**src/hdl/pcd_map.svh**
```systemverilog
// Offsets, field positions, reset values and counts of the configuration region decoder.
// Included by the design; holds definitions only.
`ifndef PCD_MAP_SVH
`define PCD_MAP_SVH

`define PCD_OFF_VENDOR 8'h00
`define PCD_OFF_DEVICE 8'h02
`define PCD_OFF_COMMAND 8'h04

`define PCD_CMD_IO_BIT 0
`define PCD_CMD_MEM_BIT 1
`define PCD_CMD_MASTER_BIT 2
`define PCD_CMD_SPECIAL_BIT 3
`define PCD_CMD_MWI_BIT 4
`define PCD_CMD_SNOOP_BIT 5
`define PCD_CMD_RESET 1'b0

`define PCD_CFG_SIZE_MASK 32'h000000ff
`define PCD_CTRL_SIZE_MASK 32'h0003ffff
`define PCD_ROM_SIZE_MASK 32'h0000ffff
`define PCD_CTRL_SWAP_BIT 17

`define PCD_CTRL_PAGE_RB 5'h01
`define PCD_CTRL_PAGE_GPQ 5'h02
`define PCD_CTRL_PAGE_RAMDAC 5'h04
`define PCD_CTRL_PAGE_EEVMI 5'h05

`define PCD_VGA_MEM_LO 32'h000a0000
`define PCD_VGA_MEM_HI 32'h000bffff
`define PCD_VGA_IO_A_LO 32'h000003b0
`define PCD_VGA_IO_A_HI 32'h000003bb
`define PCD_VGA_IO_B_LO 32'h000003c0
`define PCD_VGA_IO_B_HI 32'h000003df
`define PCD_VGA_PAL_LO 32'h000003c6
`define PCD_VGA_PAL_HI 32'h000003c9

`define PCD_RB_DELAY 4
`define PCD_NUM_FUNC 2

`endif

```
**src/hdl/pcd_pkg.sv**
```systemverilog
// Types shared by the configuration region decoder and its address matcher.
// Assumes nothing of its surroundings.
package pcd_pkg;

    typedef enum logic [2:0] {
        PCD_CMD_CFG_RD = 3'h0,
        PCD_CMD_CFG_WR = 3'h1,
        PCD_CMD_MEM_RD = 3'h2,
        PCD_CMD_MEM_WR = 3'h3,
        PCD_CMD_IO_RD = 3'h4,
        PCD_CMD_IO_WR = 3'h5
    } pcd_cmd_t;

    typedef enum logic [2:0] {
        PCD_PORT_LOCAL = 3'h0,
        PCD_PORT_ROM = 3'h1,
        PCD_PORT_BYPASS = 3'h2,
        PCD_PORT_RAMDAC = 3'h3,
        PCD_PORT_EEVMI = 3'h4,
        PCD_PORT_GPQ = 3'h5
    } pcd_port_t;

    typedef enum logic [1:0] {
        PCD_AP_LOCAL = 2'h0,
        PCD_AP_ROM = 2'h1,
        PCD_AP_VGA = 2'h2
    } pcd_ap_mode_t;

    typedef enum logic [2:0] {
        PCD_ST_IDLE = 3'b001,
        PCD_ST_FWD_RD = 3'b010,
        PCD_ST_RB_WAIT = 3'b100
    } pcd_state_t;

    typedef struct packed {
        pcd_cmd_t cmd;
        logic [2:0] func;
        logic [31:0] addr;
        logic [3:0] be;
        logic [31:0] wdata;
    } pcd_req_t;

    typedef struct packed {
        logic [31:0] base;
        logic [31:0] mask;
        logic enable;
        pcd_ap_mode_t mode;
    } pcd_ap_cfg_t;

    typedef struct packed {
        pcd_port_t port;
        logic write;
        logic [31:0] addr;
        logic [3:0] be;
        logic [31:0] data;
    } pcd_fwd_t;

    typedef struct packed {
        logic cfg;
        logic ctrl;
        logic ap1;
        logic ap2;
        logic rom;
        logic vga;
    } pcd_region_t;

    typedef struct packed {
        logic alternate_identity_select;
        logic legacy_display_decode_on;
        logic legacy_fixed_decode;
    } pcd_boot_t;

endpackage

```
**src/hdl/pcd_addr_match.sv**
```systemverilog
// Base and size compare for one relocatable region.
// Mask holds ones for the address bits that fall inside the region.
`timescale 1ns/1ps
module pcd_addr_match
    import pcd_pkg::*;
#(
    parameter int AW = 32
)
(
    input wire logic [AW-1:0] addr,
    input wire logic [AW-1:0] base,
    input wire logic [AW-1:0] mask,
    input wire logic enable,
    output logic hit
);
    assign hit = enable && ((addr & ~mask) == (base & ~mask));
endmodule

```
**src/hdl/pcd_top.sv**
```systemverilog
// Host bus slave front end: configuration header, region decode and forwarding.
// Assumes a host that presents one request at a time and owns the base registers.
//
// How it works
// RQ1: Reserved registers discard writes, read zero
// RQ2: Decode config, control, two apertures, ROM
// RQ3: Fixed legacy addresses only when configured
// RQ4: Configuration space reached by config commands
// RQ5: Per-function config space, shared other regions
// RQ6: Upper control half presented byte swapped
// RQ7: Two apertures, programmable size, disableable
// RQ8: Aperture may target ROM or legacy memory
// RQ9: Register read via tag, fixed delay
// RQ10: Legacy via bypass; separate RAMDAC, EEPROM ports
// RQ11: Soft reset clears control state, FSM runs
// RQ12: Host drops bus master before soft reset
// RQ13: Queue writes during soft reset discarded; code retries them instead unless retry_disable is set
// RQ14: Boot config loaded, addresses compared to bases
// RQ15: Vendor identity fixed, read-only
// RQ16: Device identity chosen by alternate select
// RQ17: I/O enable zero unless fixed legacy decode
// RQ18: Memory and master enables writable, reset zero
// RQ19: Command bits three, four read zero
// RQ20: Palette snoop bit gated by legacy decode
// RQ21: Cleared enable drops all but config
`timescale 1ns/1ps
`include "pcd_map.svh"
module pcd_top
    import pcd_pkg::*;
#(
    parameter int NUM_FUNC = `PCD_NUM_FUNC,
    parameter int RB_DELAY = `PCD_RB_DELAY,
    parameter logic [15:0] VENDOR_CODE = 16'h1c0d,     // Arbitrary value
    parameter logic [15:0] DEVICE_CODE = 16'h0a10,     // Arbitrary value
    parameter logic [15:0] ALT_DEVICE_CODE = 16'h0a11  // Arbitrary value
)
(
    input wire logic core_clk,
    input wire logic nrst,
    input wire logic soft_rst,
    input wire logic retry_disable,
    input wire logic boot_valid,
    input wire pcd_boot_t boot_word,
    input wire logic [31:0] ctrl_base,
    input wire pcd_ap_cfg_t ap1_cfg,
    input wire pcd_ap_cfg_t ap2_cfg,
    input wire logic [31:0] rom_base,
    input wire logic rom_enable,
    input wire logic req_valid,
    input wire pcd_req_t req,
    output logic req_ready,
    output logic ans_valid,
    output logic ans_claim,
    output logic ans_retry,
    output logic [31:0] ans_rdata,
    output logic fwd_valid,
    output pcd_fwd_t fwd,
    input wire logic [31:0] fwd_rdata,
    output logic rb_tag_valid,
    output logic [14:0] rb_tag,
    input wire logic [31:0] rb_data,
    output logic palette_snoop,
    output logic queue_flush,
    output logic bus_master_on,
    output pcd_region_t region_hit
);
    localparam int FW = (NUM_FUNC > 1) ? $clog2(NUM_FUNC) : 1;
    localparam logic [2:0] RB_LAST = 3'(RB_DELAY - 1);

    function automatic logic [31:0] swap32(input logic [31:0] d);
        swap32 = {d[7:0], d[15:8], d[23:16], d[31:24]};
    endfunction

    pcd_state_t state_reg;
    logic [2:0] cnt_reg;
    logic boot_loaded_reg;
    pcd_boot_t boot_reg;
    logic swap_reg;
    logic [NUM_FUNC-1:0] cmd_io_reg;
    logic [NUM_FUNC-1:0] cmd_mem_reg;
    logic [NUM_FUNC-1:0] cmd_master_reg;
    logic [NUM_FUNC-1:0] cmd_snoop_reg;
    logic ans_valid_reg, ans_claim_reg, ans_retry_reg;
    logic [31:0] ans_rdata_reg;
    logic fwd_valid_reg;
    pcd_fwd_t fwd_reg;
    logic rb_tag_valid_reg;
    logic [14:0] rb_tag_reg;
    logic snoop_reg, flush_reg;
    pcd_region_t region_reg;

    logic taken, vga_decode, mem_on, io_on, func_ok;
    logic [FW-1:0] fidx;
    logic hit_ctrl, hit_ap1, hit_ap2, hit_rom, hit_vga_mem, hit_vga_io, hit_pal;
    logic is_wr;
    logic [4:0] page;
    logic [15:0] cmd_view;
    logic dec_claim, dec_retry, dec_fwd, dec_rb, dec_snoop, dec_swap;
    pcd_port_t dec_port;
    logic [31:0] dec_rdata;
    pcd_region_t dec_region;

    assign req_ready = (state_reg == PCD_ST_IDLE) && boot_loaded_reg; // RQ14
    assign taken = req_valid && req_ready;
    assign vga_decode = boot_reg.legacy_display_decode_on && boot_reg.legacy_fixed_decode;
    assign mem_on = |cmd_mem_reg;
    assign io_on = |cmd_io_reg;
    assign func_ok = 32'(req.func) < NUM_FUNC;
    assign fidx = req.func[FW-1:0];
    assign is_wr = (req.cmd == PCD_CMD_MEM_WR) || (req.cmd == PCD_CMD_IO_WR);
    assign page = req.addr[16:12];

    pcd_addr_match u_ctrl (.addr(req.addr), .base(ctrl_base), .mask(`PCD_CTRL_SIZE_MASK),
        .enable(1'b1), .hit(hit_ctrl)); // RQ2 RQ14
    pcd_addr_match u_ap1 (.addr(req.addr), .base(ap1_cfg.base), .mask(ap1_cfg.mask),
        .enable(ap1_cfg.enable), .hit(hit_ap1)); // RQ7
    pcd_addr_match u_ap2 (.addr(req.addr), .base(ap2_cfg.base), .mask(ap2_cfg.mask),
        .enable(ap2_cfg.enable), .hit(hit_ap2)); // RQ7
    pcd_addr_match u_rom (.addr(req.addr), .base(rom_base), .mask(`PCD_ROM_SIZE_MASK),
        .enable(rom_enable), .hit(hit_rom)); // RQ2

    // Legacy ranges are scattered, so they are compared one by one
    assign hit_vga_mem = vga_decode && req.addr >= `PCD_VGA_MEM_LO
        && req.addr <= `PCD_VGA_MEM_HI; // RQ3
    assign hit_vga_io = vga_decode && ((req.addr >= `PCD_VGA_IO_A_LO
        && req.addr <= `PCD_VGA_IO_A_HI) || (req.addr >= `PCD_VGA_IO_B_LO
        && req.addr <= `PCD_VGA_IO_B_HI)); // RQ3
    assign hit_pal = req.addr >= `PCD_VGA_PAL_LO && req.addr <= `PCD_VGA_PAL_HI;

    // Command word as software sees it for the addressed function
    always_comb
    begin
        cmd_view = '0;
        if (func_ok)
        begin
            cmd_view[`PCD_CMD_IO_BIT] = cmd_io_reg[fidx] && vga_decode; // RQ17
            cmd_view[`PCD_CMD_MEM_BIT] = cmd_mem_reg[fidx]; // RQ18
            cmd_view[`PCD_CMD_MASTER_BIT] = cmd_master_reg[fidx]; // RQ18
            cmd_view[`PCD_CMD_SNOOP_BIT] = cmd_snoop_reg[fidx] && vga_decode; // RQ20
        end
    end

    always_comb
    begin
        dec_claim = 1'b0;
        dec_retry = 1'b0;
        dec_fwd = 1'b0;
        dec_rb = 1'b0;
        dec_snoop = 1'b0;
        dec_swap = 1'b0;
        dec_port = PCD_PORT_LOCAL;
        dec_rdata = '0;
        dec_region = '0;
        case (req.cmd)
            PCD_CMD_CFG_RD, PCD_CMD_CFG_WR:
            begin
                if (func_ok) // RQ4 RQ5 RQ21
                begin
                    dec_claim = 1'b1;
                    dec_region.cfg = 1'b1;
                    if (req.cmd == PCD_CMD_CFG_RD)
                    begin
                        if (req.addr[7:2] == `PCD_OFF_VENDOR >> 2)
                            dec_rdata = {boot_reg.alternate_identity_select ? ALT_DEVICE_CODE
                                : DEVICE_CODE, VENDOR_CODE}; // RQ15 RQ16
                        else if (req.addr[7:2] == `PCD_OFF_COMMAND >> 2)
                            dec_rdata = {16'h0000, cmd_view}; // RQ19
                        else
                            dec_rdata = '0; // RQ1
                    end
                end
            end
            PCD_CMD_MEM_RD, PCD_CMD_MEM_WR:
            begin
                if (mem_on) // RQ21
                begin
                    dec_claim = 1'b1;
                    if (hit_ctrl)
                    begin
                        dec_region.ctrl = 1'b1;
                        dec_swap = req.addr[`PCD_CTRL_SWAP_BIT]; // RQ6
                        case (page)
                            `PCD_CTRL_PAGE_RB:
                            begin
                                if (!is_wr && soft_rst)
                                    dec_retry = 1'b1;
                                else
                                    dec_rb = !is_wr; // RQ9
                            end
                            `PCD_CTRL_PAGE_GPQ:
                            begin
                                if (soft_rst && !(retry_disable && is_wr))
                                    dec_retry = 1'b1;
                                else if (!soft_rst)
                                    dec_fwd = 1'b1; // RQ13
                                dec_port = PCD_PORT_GPQ;
                            end
                            `PCD_CTRL_PAGE_RAMDAC:
                            begin
                                dec_fwd = 1'b1;
                                dec_port = PCD_PORT_RAMDAC; // RQ10
                            end
                            `PCD_CTRL_PAGE_EEVMI:
                            begin
                                dec_fwd = 1'b1;
                                dec_port = PCD_PORT_EEVMI; // RQ10
                            end
                            default: dec_rdata = '0; // RQ1
                        endcase
                    end
                    else if (hit_ap1 || hit_ap2)
                    begin
                        dec_region.ap1 = hit_ap1;
                        dec_region.ap2 = !hit_ap1;
                        dec_fwd = 1'b1;
                        case (hit_ap1 ? ap1_cfg.mode : ap2_cfg.mode) // RQ8
                            PCD_AP_ROM: dec_port = PCD_PORT_ROM;
                            PCD_AP_VGA: dec_port = PCD_PORT_BYPASS;
                            default: dec_port = PCD_PORT_LOCAL;
                        endcase
                    end
                    else if (hit_rom)
                    begin
                        dec_region.rom = 1'b1;
                        dec_fwd = 1'b1;
                        dec_port = PCD_PORT_ROM;
                    end
                    else if (hit_vga_mem)
                    begin
                        dec_region.vga = 1'b1;
                        dec_fwd = 1'b1;
                        dec_port = PCD_PORT_BYPASS; // RQ10
                    end
                    else
                        dec_claim = 1'b0;
                end
            end
            PCD_CMD_IO_RD, PCD_CMD_IO_WR:
            begin
                if (io_on && hit_vga_io) // RQ21 RQ3
                begin
                    if (hit_pal && is_wr && |cmd_snoop_reg)
                        dec_snoop = 1'b1; // RQ20
                    else
                    begin
                        dec_claim = 1'b1;
                        dec_region.vga = 1'b1;
                        dec_fwd = 1'b1;
                        dec_port = PCD_PORT_BYPASS; // RQ10
                    end
                end
            end
            default: dec_claim = 1'b0;
        endcase
        // Bypass traffic is retried while the queues are being cleared
        if (soft_rst && dec_fwd && dec_port == PCD_PORT_BYPASS)
        begin
            dec_fwd = 1'b0;
            dec_retry = 1'b1;
        end
    end

    always_ff @(posedge core_clk or negedge nrst)
    begin
        if (!nrst)
        begin
            boot_loaded_reg <= 1'b0;
            boot_reg <= '0;
        end
        else if (boot_valid && !boot_loaded_reg)
        begin
            boot_loaded_reg <= 1'b1; // RQ14
            boot_reg <= boot_word;
        end
    end

    always_ff @(posedge core_clk or negedge nrst)
    begin
        if (!nrst)
        begin
            cmd_io_reg <= {NUM_FUNC{`PCD_CMD_RESET}};
            cmd_mem_reg <= {NUM_FUNC{`PCD_CMD_RESET}};
            cmd_master_reg <= {NUM_FUNC{`PCD_CMD_RESET}};
            cmd_snoop_reg <= {NUM_FUNC{`PCD_CMD_RESET}};
        end
        else if (taken && func_ok && req.cmd == PCD_CMD_CFG_WR
            && req.addr[7:2] == `PCD_OFF_COMMAND >> 2 && req.be[0])
        begin
            cmd_io_reg[fidx] <= req.wdata[`PCD_CMD_IO_BIT] && vga_decode; // RQ17
            cmd_mem_reg[fidx] <= req.wdata[`PCD_CMD_MEM_BIT]; // RQ18
            cmd_master_reg[fidx] <= req.wdata[`PCD_CMD_MASTER_BIT]; // RQ18
            cmd_snoop_reg[fidx] <= req.wdata[`PCD_CMD_SNOOP_BIT] && vga_decode; // RQ20
        end
    end

    always_ff @(posedge core_clk or negedge nrst)
    begin
        if (!nrst)
        begin
            state_reg <= PCD_ST_IDLE;
            cnt_reg <= '0;
            swap_reg <= 1'b0;
        end
        else
        begin
            case (state_reg)
                PCD_ST_IDLE:
                begin
                    if (taken)
                    begin
                        swap_reg <= dec_swap;
                        cnt_reg <= RB_LAST;
                        if (dec_rb)
                            state_reg <= PCD_ST_RB_WAIT;
                        else if (dec_fwd && !is_wr)
                            state_reg <= PCD_ST_FWD_RD;
                    end
                end
                PCD_ST_FWD_RD: state_reg <= PCD_ST_IDLE;
                PCD_ST_RB_WAIT:
                begin
                    if (cnt_reg == 3'h0)
                        state_reg <= PCD_ST_IDLE; // RQ9
                    else
                        cnt_reg <= cnt_reg - 3'h1;
                end
                default: state_reg <= PCD_ST_IDLE;
            endcase
        end
    end

    always_ff @(posedge core_clk or negedge nrst)
    begin
        if (!nrst)
        begin
            ans_valid_reg <= 1'b0;
            ans_claim_reg <= 1'b0;
            ans_retry_reg <= 1'b0;
            ans_rdata_reg <= '0;
        end
        else
        begin
            ans_valid_reg <= 1'b0;
            if (state_reg == PCD_ST_IDLE && taken && !dec_rb && !(dec_fwd && !is_wr))
            begin
                ans_valid_reg <= 1'b1;
                ans_claim_reg <= dec_claim;
                ans_retry_reg <= dec_retry;
                ans_rdata_reg <= dec_rdata;
            end
            else if (state_reg == PCD_ST_FWD_RD)
            begin
                ans_valid_reg <= 1'b1;
                ans_claim_reg <= 1'b1;
                ans_retry_reg <= 1'b0;
                ans_rdata_reg <= swap_reg ? swap32(fwd_rdata) : fwd_rdata; // RQ6
            end
            else if (state_reg == PCD_ST_RB_WAIT && cnt_reg == 3'h0)
            begin
                ans_valid_reg <= 1'b1;
                ans_claim_reg <= 1'b1;
                ans_retry_reg <= 1'b0;
                ans_rdata_reg <= swap_reg ? swap32(rb_data) : rb_data; // RQ9 RQ6
            end
        end
    end

    always_ff @(posedge core_clk or negedge nrst)
    begin
        if (!nrst)
        begin
            fwd_valid_reg <= 1'b0;
            fwd_reg <= '0;
        end
        else
        begin
            fwd_valid_reg <= taken && dec_fwd; // RQ1 RQ13
            if (taken && dec_fwd)
            begin
                fwd_reg.port <= dec_port;
                fwd_reg.write <= is_wr;
                fwd_reg.addr <= req.addr;
                fwd_reg.be <= dec_swap ? {req.be[0], req.be[1], req.be[2], req.be[3]} : req.be;
                fwd_reg.data <= dec_swap ? swap32(req.wdata) : req.wdata; // RQ6
            end
        end
    end

    // Tag state belongs to the control region and is cleared by soft reset
    always_ff @(posedge core_clk or negedge nrst)
    begin
        if (!nrst)
        begin
            rb_tag_valid_reg <= 1'b0;
            rb_tag_reg <= '0;
        end
        else if (soft_rst)
        begin
            rb_tag_valid_reg <= 1'b0;
            rb_tag_reg <= '0; // RQ11
        end
        else
        begin
            rb_tag_valid_reg <= taken && dec_rb;
            if (taken && dec_rb)
                rb_tag_reg <= req.addr[16:2]; // RQ9
        end
    end

    always_ff @(posedge core_clk or negedge nrst)
    begin
        if (!nrst)
        begin
            snoop_reg <= 1'b0;
            flush_reg <= 1'b0;
            region_reg <= '0;
        end
        else
        begin
            snoop_reg <= taken && dec_snoop;
            flush_reg <= soft_rst; // RQ11
            if (taken)
                region_reg <= dec_region;
        end
    end

    assign ans_valid = ans_valid_reg;
    assign ans_claim = ans_claim_reg;
    assign ans_retry = ans_retry_reg;
    assign ans_rdata = ans_rdata_reg;
    assign fwd_valid = fwd_valid_reg;
    assign fwd = fwd_reg;
    assign rb_tag_valid = rb_tag_valid_reg;
    assign rb_tag = rb_tag_reg;
    assign palette_snoop = snoop_reg;
    assign queue_flush = flush_reg;
    assign bus_master_on = |cmd_master_reg; // RQ12
    assign region_hit = region_reg;
endmodule

```
**config.mk**
```make
export PLATFORM = sky130hd
export DESIGN_NAME = pcd_top
export DESIGN_NICKNAME = d
export VERILOG_FILES = /design/src/hdl/pcd_pkg.sv /design/src/hdl/pcd_addr_match.sv /design/src/hdl/pcd_top.sv
export VERILOG_INCLUDE_DIRS = /design/src /design/src/hdl
export SDC_FILE = /design/constraint.sdc
export NUM_CORES = 1
export LEC_CHECK = 0
export ABC_AREA = 1
export ABC_CLOCK_PERIOD_IN_PS = 6300
export BUFFER_PORTS_ARGS = -buffer_cell sky130_fd_sc_hd__buf_2
export CORE_MARGIN = 5
export CORE_UTILIZATION = 25
export DETAILED_ROUTE_END_ITERATION = 6
export GPL_ROUTABILITY_DRIVEN = 0
export PLACE_DENSITY = 0.46
export SETUP_SLACK_MARGIN = 0.1
export SKIP_LAST_GASP = 1
export SLEW_MARGIN = 20
export SYNTH_ARGS = -nofsm -noshare
export SYNTH_HDL_FRONTEND = slang
export SYNTH_SLANG_ARGS = --single-unit
```
**constraint.sdc**
```tcl
create_clock -name core_clk -period 6.3 [get_ports core_clk]
set_input_delay 0.315 -clock core_clk [delete_from_list [all_inputs] [get_ports core_clk]]
set_output_delay 0.315 -clock core_clk [all_outputs]
set_load 0.01 [all_outputs]
```
Word level (Yosys, flattened, before mapping)
Cells that the tools add are included.
{ "classes": {"eq_ne": 24, "n_mux": 102, "bitwise_logic": 6, "reduce_logical": 64, "add_sub_neg": 1, "magnitude_cmp": 11} }
{ "ops": {"columns": ["operator", "count"], "rows": [
  ["$mux W32", 6],
  ["$and A32 B32 Y32", 4],
  ["$mux W28", 4],
  ["$ge A32 B10 Y1 const B", 3],
  ["$le A32 B10 Y1 const B", 3],
  ["$eq A32 B32 Y1", 2],
  ["$not A32 Y32", 2],
  ["$mux W1", 54],
  ["$logic_and A1 B1 Y1", 38],
  ["$ge A32 B20 Y1 const B", 1],
  ["$le A32 B20 Y1 const B", 1],
  ["$mux W15", 2],
  ["$mux W3", 8],
  ["$pmux W3 S2", 3],
  ["$eq A16 B16 Y1", 1],
  ["$mux W2", 8],
  ["$reduce_or A2 Y1", 8],
  ["$eq A14 B14 Y1", 1],
  ["$eq A3 B2 Y1 const B", 4],
  ["$mux W4", 3],
  ["$eq A5 B3 Y1 const B", 2],
  ["$eq A3 B3 Y1 const B", 3],
  ["$pmux W3 S3", 1],
  ["$bwmux W2", 4],
  ["26 further kinds", 42]
]} }
{ "word_totals": {"in_bits": 346, "register_bits": 151, "output_inout_bits": 134} }

Logic depth before layout (Yosys ltp)
{ "depth": {"ltp_word": 19, "mapped_depth": 23, "mapped_depth_nobuf": 21} }

Hierarchy
A second synthesis with hierarchy kept.
{ "unflattened": {"hier_cells": 1749, "area_unflattened_um2": 10966.8} }
{ "by_module_without_submodules": {"columns": ["mod", "cells_each", "area_each_um2", "n_inst"], "rows": [
  ["pcd_top", 1053, 8034.0, 1],
  ["pcd_addr_match", 174, 733.2, 4]
]} }

Worst setup path after synthesis
Ideal clock, no wire load.
{ "synth_path": {"path_type": "input to register", "startpoint": "input port req[64] (netlist bit)", "endpoint": "register ans_rdata_reg[10] (netlist: ans_rdata[10])", "t_arrival_ns": 2.085, "setup_slack_ns": 4.098, "cell_stages": 22, "path_cell_list": "buf_2 nor2_1 nor2_1 nand2_1 nand2_1 nor2_1 nand2_1 nor2_2 nand3_2 nand2_2 nand3_1 nand3_1 nand2_1 nand2_2 nand3_4 nand3_4 nand2_4 buf_6 nand2_1 nand2_1 nand2_1 nand2_1"} }
{ "synth_via": {"elab_chain_len": 17, "elab_cells_between_ends": 62} }
{ "synth_rtl": {"columns": ["item", "line", "text"], "rows": [
  ["start, declared", "pcd_top.sv:50", "input wire pcd_req_t req,"],
  ["parallel branches: the longest is 15 deep, another holds $ge A32 B20 Y1", null, null],
  ["$logic_and A1 B1 Y1 (*)", "pcd_top.sv:344", "if (state_reg == PCD_ST_IDLE && taken && !dec_rb && !(dec_fwd && !is_wr))"],
  ["$reduce_bool A3 Y1 (no source line) / $mux W32 (equally long branches)", null, null],
  ["end signal, assigned", "pcd_top.sv:349", "ans_rdata_reg <= dec_rdata;"],
  ["end signal, assigned", "pcd_top.sv:356", "ans_rdata_reg <= swap_reg ? swap32(fwd_rdata) : fwd_rdata;"],
  ["end signal, assigned", "pcd_top.sv:363", "ans_rdata_reg <= swap_reg ? swap32(rb_data) : rb_data;"],
  ["end, declared", "pcd_top.sv:84", "logic [31:0] ans_rdata_reg;"]
]} }
Every way passes the cells marked *.
A chain may end at the register's enable or synchronous reset.

Worst setup path after layout
{ "layout_path": {"startpoint": "register state_reg[0]", "endpoint": "register fwd_reg, in the netlist fwd[53]"} }
{ "layout_via": {"elab_chain_len": 4} }
{ "layout_rtl": {"columns": ["item", "line", "text"], "rows": [
  ["start, declared", "pcd_top.sv:74", "pcd_state_t state_reg;"],
  ["start signal, assigned", "pcd_top.sv:300", "state_reg <= PCD_ST_IDLE;"],
  ["start signal, assigned", "pcd_top.sv:314", "state_reg <= PCD_ST_RB_WAIT;"],
  ["start signal, assigned", "pcd_top.sv:316", "state_reg <= PCD_ST_FWD_RD;"],
  ["$eq A3 B1 Y1", "pcd_top.sv:103", "assign req_ready = (state_reg == PCD_ST_IDLE) && boot_loaded_reg;"],
  ["$logic_and A1 B1 Y1", "pcd_top.sv:103", null],
  ["$logic_and A1 B1 Y1", "pcd_top.sv:104", "assign taken = req_valid && req_ready;"],
  ["$logic_and A1 B1 Y1", "pcd_top.sv:378", "if (taken && dec_fwd)"],
  ["end, declared", "pcd_top.sv:86", "pcd_fwd_t fwd_reg;"]
]} }
No other way between the ends.

==> results by group <==
Timing
  – RSZ-0062 raised after global routing: false
  – Pin slew with the least headroom to its limit: 959 ps
  – Max Clk Rate: 310 MHz
  – Finish-stage setup viols: 0
  – Crit share post-route: 51.2%
  – Hold WS: 91.7 ps
  – Final Hold Viols: 0
  – Setup TNS: 0 ps
  – Post-layout min period: 3230 ps
  – Slew Viols, Final: 0
  – Post-Route Skew: 10.3 ps
  – Max-slew headroom: 36.1%

Critical path
  – Required time of the critical path: 6600 ps
  – Setup CP Type: flop to flop
  – Worst EP arrival: 3520 ps
  – Reg2Reg Depth: 10
  – R2r endpoint: fwd[53]$_DFFE_PN0P_
  – Crit end category: flop
  – CP Launch Type: flop
  – Flop2flop setup slack: 3070 ps
  – RR Startpoint: state_reg[0]$_DFFE_PN1P_
  – Critical Path Fanout Max: 61

Drt
  – Antenna-violating nets left: 0
  – Vias per cell: 4.57
  – DR DRC count: 0
  – Router iterations before antenna repair: 5
  – Vias: 11504
  – Routed Wire Length: 45700 um
  – DR WL/cell: 18.2 um
  – Violation count after the first detailed-route iteration: 641

Synth
  – Post-synthesis simple-gate area fraction: 35.7%
  – Synth async-reset ratio: 100%
  – Top_reg_cell synth: dfrtp_1
  – Cells after synthesis: 1554
  – Sequential fraction of the synthesis area: 37.0%
  – Synth Register Bits: 151
  – Largest family of logic cells by synthesized area: simple AND/OR/NAND/NOR gates
  – Synth warnings: 0
  – Post-synth net total: 1902
  – Post-Synthesis Cell Area: 10200 um^2
  – Compound-Gate Fraction of Synth Area: 14.1%
  – Proportion of synthesized area in mux cells: 0.722%
  – Post-synth cell types: 53
  – Post-Synth Adder-Cell Area: 0.245%
  – Post-synth EDFFs: 0
  – Avg Cell Area, Syn: 6.58 um^2
  – Post-Synth XOR/XNOR Area: 1.11%

GRT
  – Number of global-route vias before repair: 11574
  – Antenna violations before repair: 12
  – Largest net degree at the start of global routing: 90
  – First-pass GRT wire length: 67900 um
  – GRT Util Overall: 19.8%
  – Grt total ovfl: 0

Layout
  – Fin nets: 2312
  – Commonest cells after routing, fill and taps aside: 484 x nand2_1, 444 x buf_2, 200 x inv_1
  – Most common cell after layout, fill and taps aside: nand2_1
  – Number of flip-flops in the largest register: 72
  – Post-route insts no fill: 2515
  – P&R area growth vs syn: 31.4%
  – Layout cells sized above 1: 26.5%
  – Filler cells: 4533

Clocking
  – Resize count post-CTS: 0
  – Post-CTS Hold Buffers: 1
  – Clk pin slew, worst setup/hold paths: 70 ps
  – Clk_lat worst skew: 440 ps
  – CTS Sinks: 151
  – CTS H-tree lvls: 4
  – CTS tree: done
  – CTS root buffer: clkbuf_16
  – Post-CTS Setup Bufs: 0
  – Clock buffer depth: 2
  – CTS buffer count: 17

Floorplanning
  – Initial Utilization: 25.1%
  – DIE HEIGHT: 212 um
  – Core Box Area: 40600 um^2
  – Full die area: 45000 um^2
  – Top Ports: 480
  – Std-Cell Rows: 74
  – Die X: 212 um

Placement
  – IO buf count: 445
  – Placed cell count: 2476
  – Final HPWL DP: 37000 um

Hold path
  – Hold crit path type: input pin to flop
  – WHS Path Cells: 1
  – Worst Hold End: queue_flush$_DFF_PN0_
  – HP Start: soft_rst

Power and ir drop
  – P_leak: 7.60 nW
  – P per Cell Area: 190 nW/um^2
  – Worst VDD drop: 177 uV

Status
  – Status: complete, no violations

Flow run
  – Maxcap violations: 0
final cells by class:
class | count | area, um^2 | area share (%)
Multi-Input combinational cell | 1128 | 5310 | 39.5
Sequential cell | 151 | 3780 | 28.2
Timing Repair Buffer | 454 | 2300 | 17.2
Inverter | 212 | 796 | 5.93
Tap cell | 532 | 666 | 4.96
Clock buffer | 20 | 447 | 3.33
Clock inverter | 12 | 115 | 0.857
Antenna cell | 6 | 15.0 | 0.112
worst max path at each step:
stage,slack (ps),startpoint,end
floorplan,4100,req[64],ans_rdata[10]$_DFFE_PN0P_
global placement,2620,req[38],fwd[53]$_DFFE_PN0P_
detailed placement,2610,req[47],fwd[10]$_DFFE_PN0P_
CTS,3020,state_reg[0]$_DFFE_PN1P_,fwd[53]$_DFFE_PN0P_
global route,2650,req[61],fwd[22]$_DFFE_PN0P_
finish,3070,state_reg[0]$_DFFE_PN1P_,fwd[53]$_DFFE_PN0P_
cells by family (layout without fill, tap and decap cells):
| family | Yosys count | count (layout) |
|---|---|---|
| AOI/OAI and AO/OA | 253 | 253 |
| xor gates and xnor gates | 13 | 13 |
| adders and majority gates | 2 | 2 |
| buffers and inverters | 275 | 698 |
| DFF | 151 | 151 |
| muxes | 7 | 7 |
| other | 0 | 6 |
| and+or+nand+nor | 853 | 853 |
worst max-delay path, cell delays in order (launching register included):
cell and delay (ps):
dfstp_2 540, inv_1 50, nor3_1 130, inv_1 140, nor2_1 140, nand2_1 380, inv_1 400, nand3_4 560
buf_4 510, nand2_1 100, o21ai_1 70
per-stage QoR:
step | area, um^2 | worst slack (ps) | power [mW] | utilization, %
floorplan | 10200 | 4100 | 1.29 | -
detailed placement | 12800 | 2610 | 1.56 | 31.6
global route | 13400 | 2650 | 2.70 | 33.0
CTS | 13400 | 3020 | 2.61 | 33.0
global placement | 12800 | 2620 | 1.55 | 31.6
finish | 13400 | 3070 | 2.56 | 33.0
where the power goes:
part           switching [mW]  total [mW]  internal [mW]  leakage, nW
Sequential             0.0170        1.02           1.00         2.07
Combinational           0.329       0.514          0.185         5.26
Clock                   0.461        1.02          0.560        0.268
Total                   0.807        2.56           1.75         7.60
per-layer routing:
layer  share of wire (%)  global-route usage, %
met5               0.098                      0
met4                 4.1                   8.70
met3                 6.7                   5.11
met2                  48                   33.8
met1                  41                   23.7
cell usage after synthesis (3+ instances only):
| library cell | count | area [um^2] |
|---|---|---|
| o311ai_0 | 6 | 52.6 |
| a31oi_1 | 7 | 43.8 |
| nand4_1 | 33 | 206 |
| a21oi_1 | 17 | 85.1 |
| buf_4 | 4 | 30.0 |
| mux2i_1 | 4 | 40.0 |
| nand2_1 | 484 | 1820 |
| o211ai_1 | 12 | 90.1 |
| nor2_1 | 175 | 657 |
| dfrtp_1 | 150 | 3750 |
| a41oi_1 | 3 | 26.3 |
| or2_2 | 7 | 43.8 |
| o21ai_1 | 26 | 130 |
| xor2_1 | 8 | 70.1 |
| nand3_1 | 92 | 460 |
| a211oi_1 | 19 | 143 |
| nor3_1 | 10 | 50.1 |
| o21ai_0 | 145 | 726 |
| buf_1 | 5 | 18.8 |
| inv_1 | 200 | 751 |
| xnor2_1 | 5 | 43.8 |
| nand3b_1 | 25 | 188 |
| buf_6 | 11 | 124 |
| nor2_2 | 5 | 31.3 |
| clkbuf_1 | 32 | 120 |
| buf_2 | 10 | 50.1 |
| inv_2 | 11 | 41.3 |
| nand3_4 | 3 | 52.6 |
| mux2_2 | 3 | 33.8 |
| o31ai_1 | 8 | 60.1 |
| nor4_1 | 6 | 37.5 |
| or2_0 | 3 | 18.8 |
Note: power is estimated with default switching activity, not from simulation.
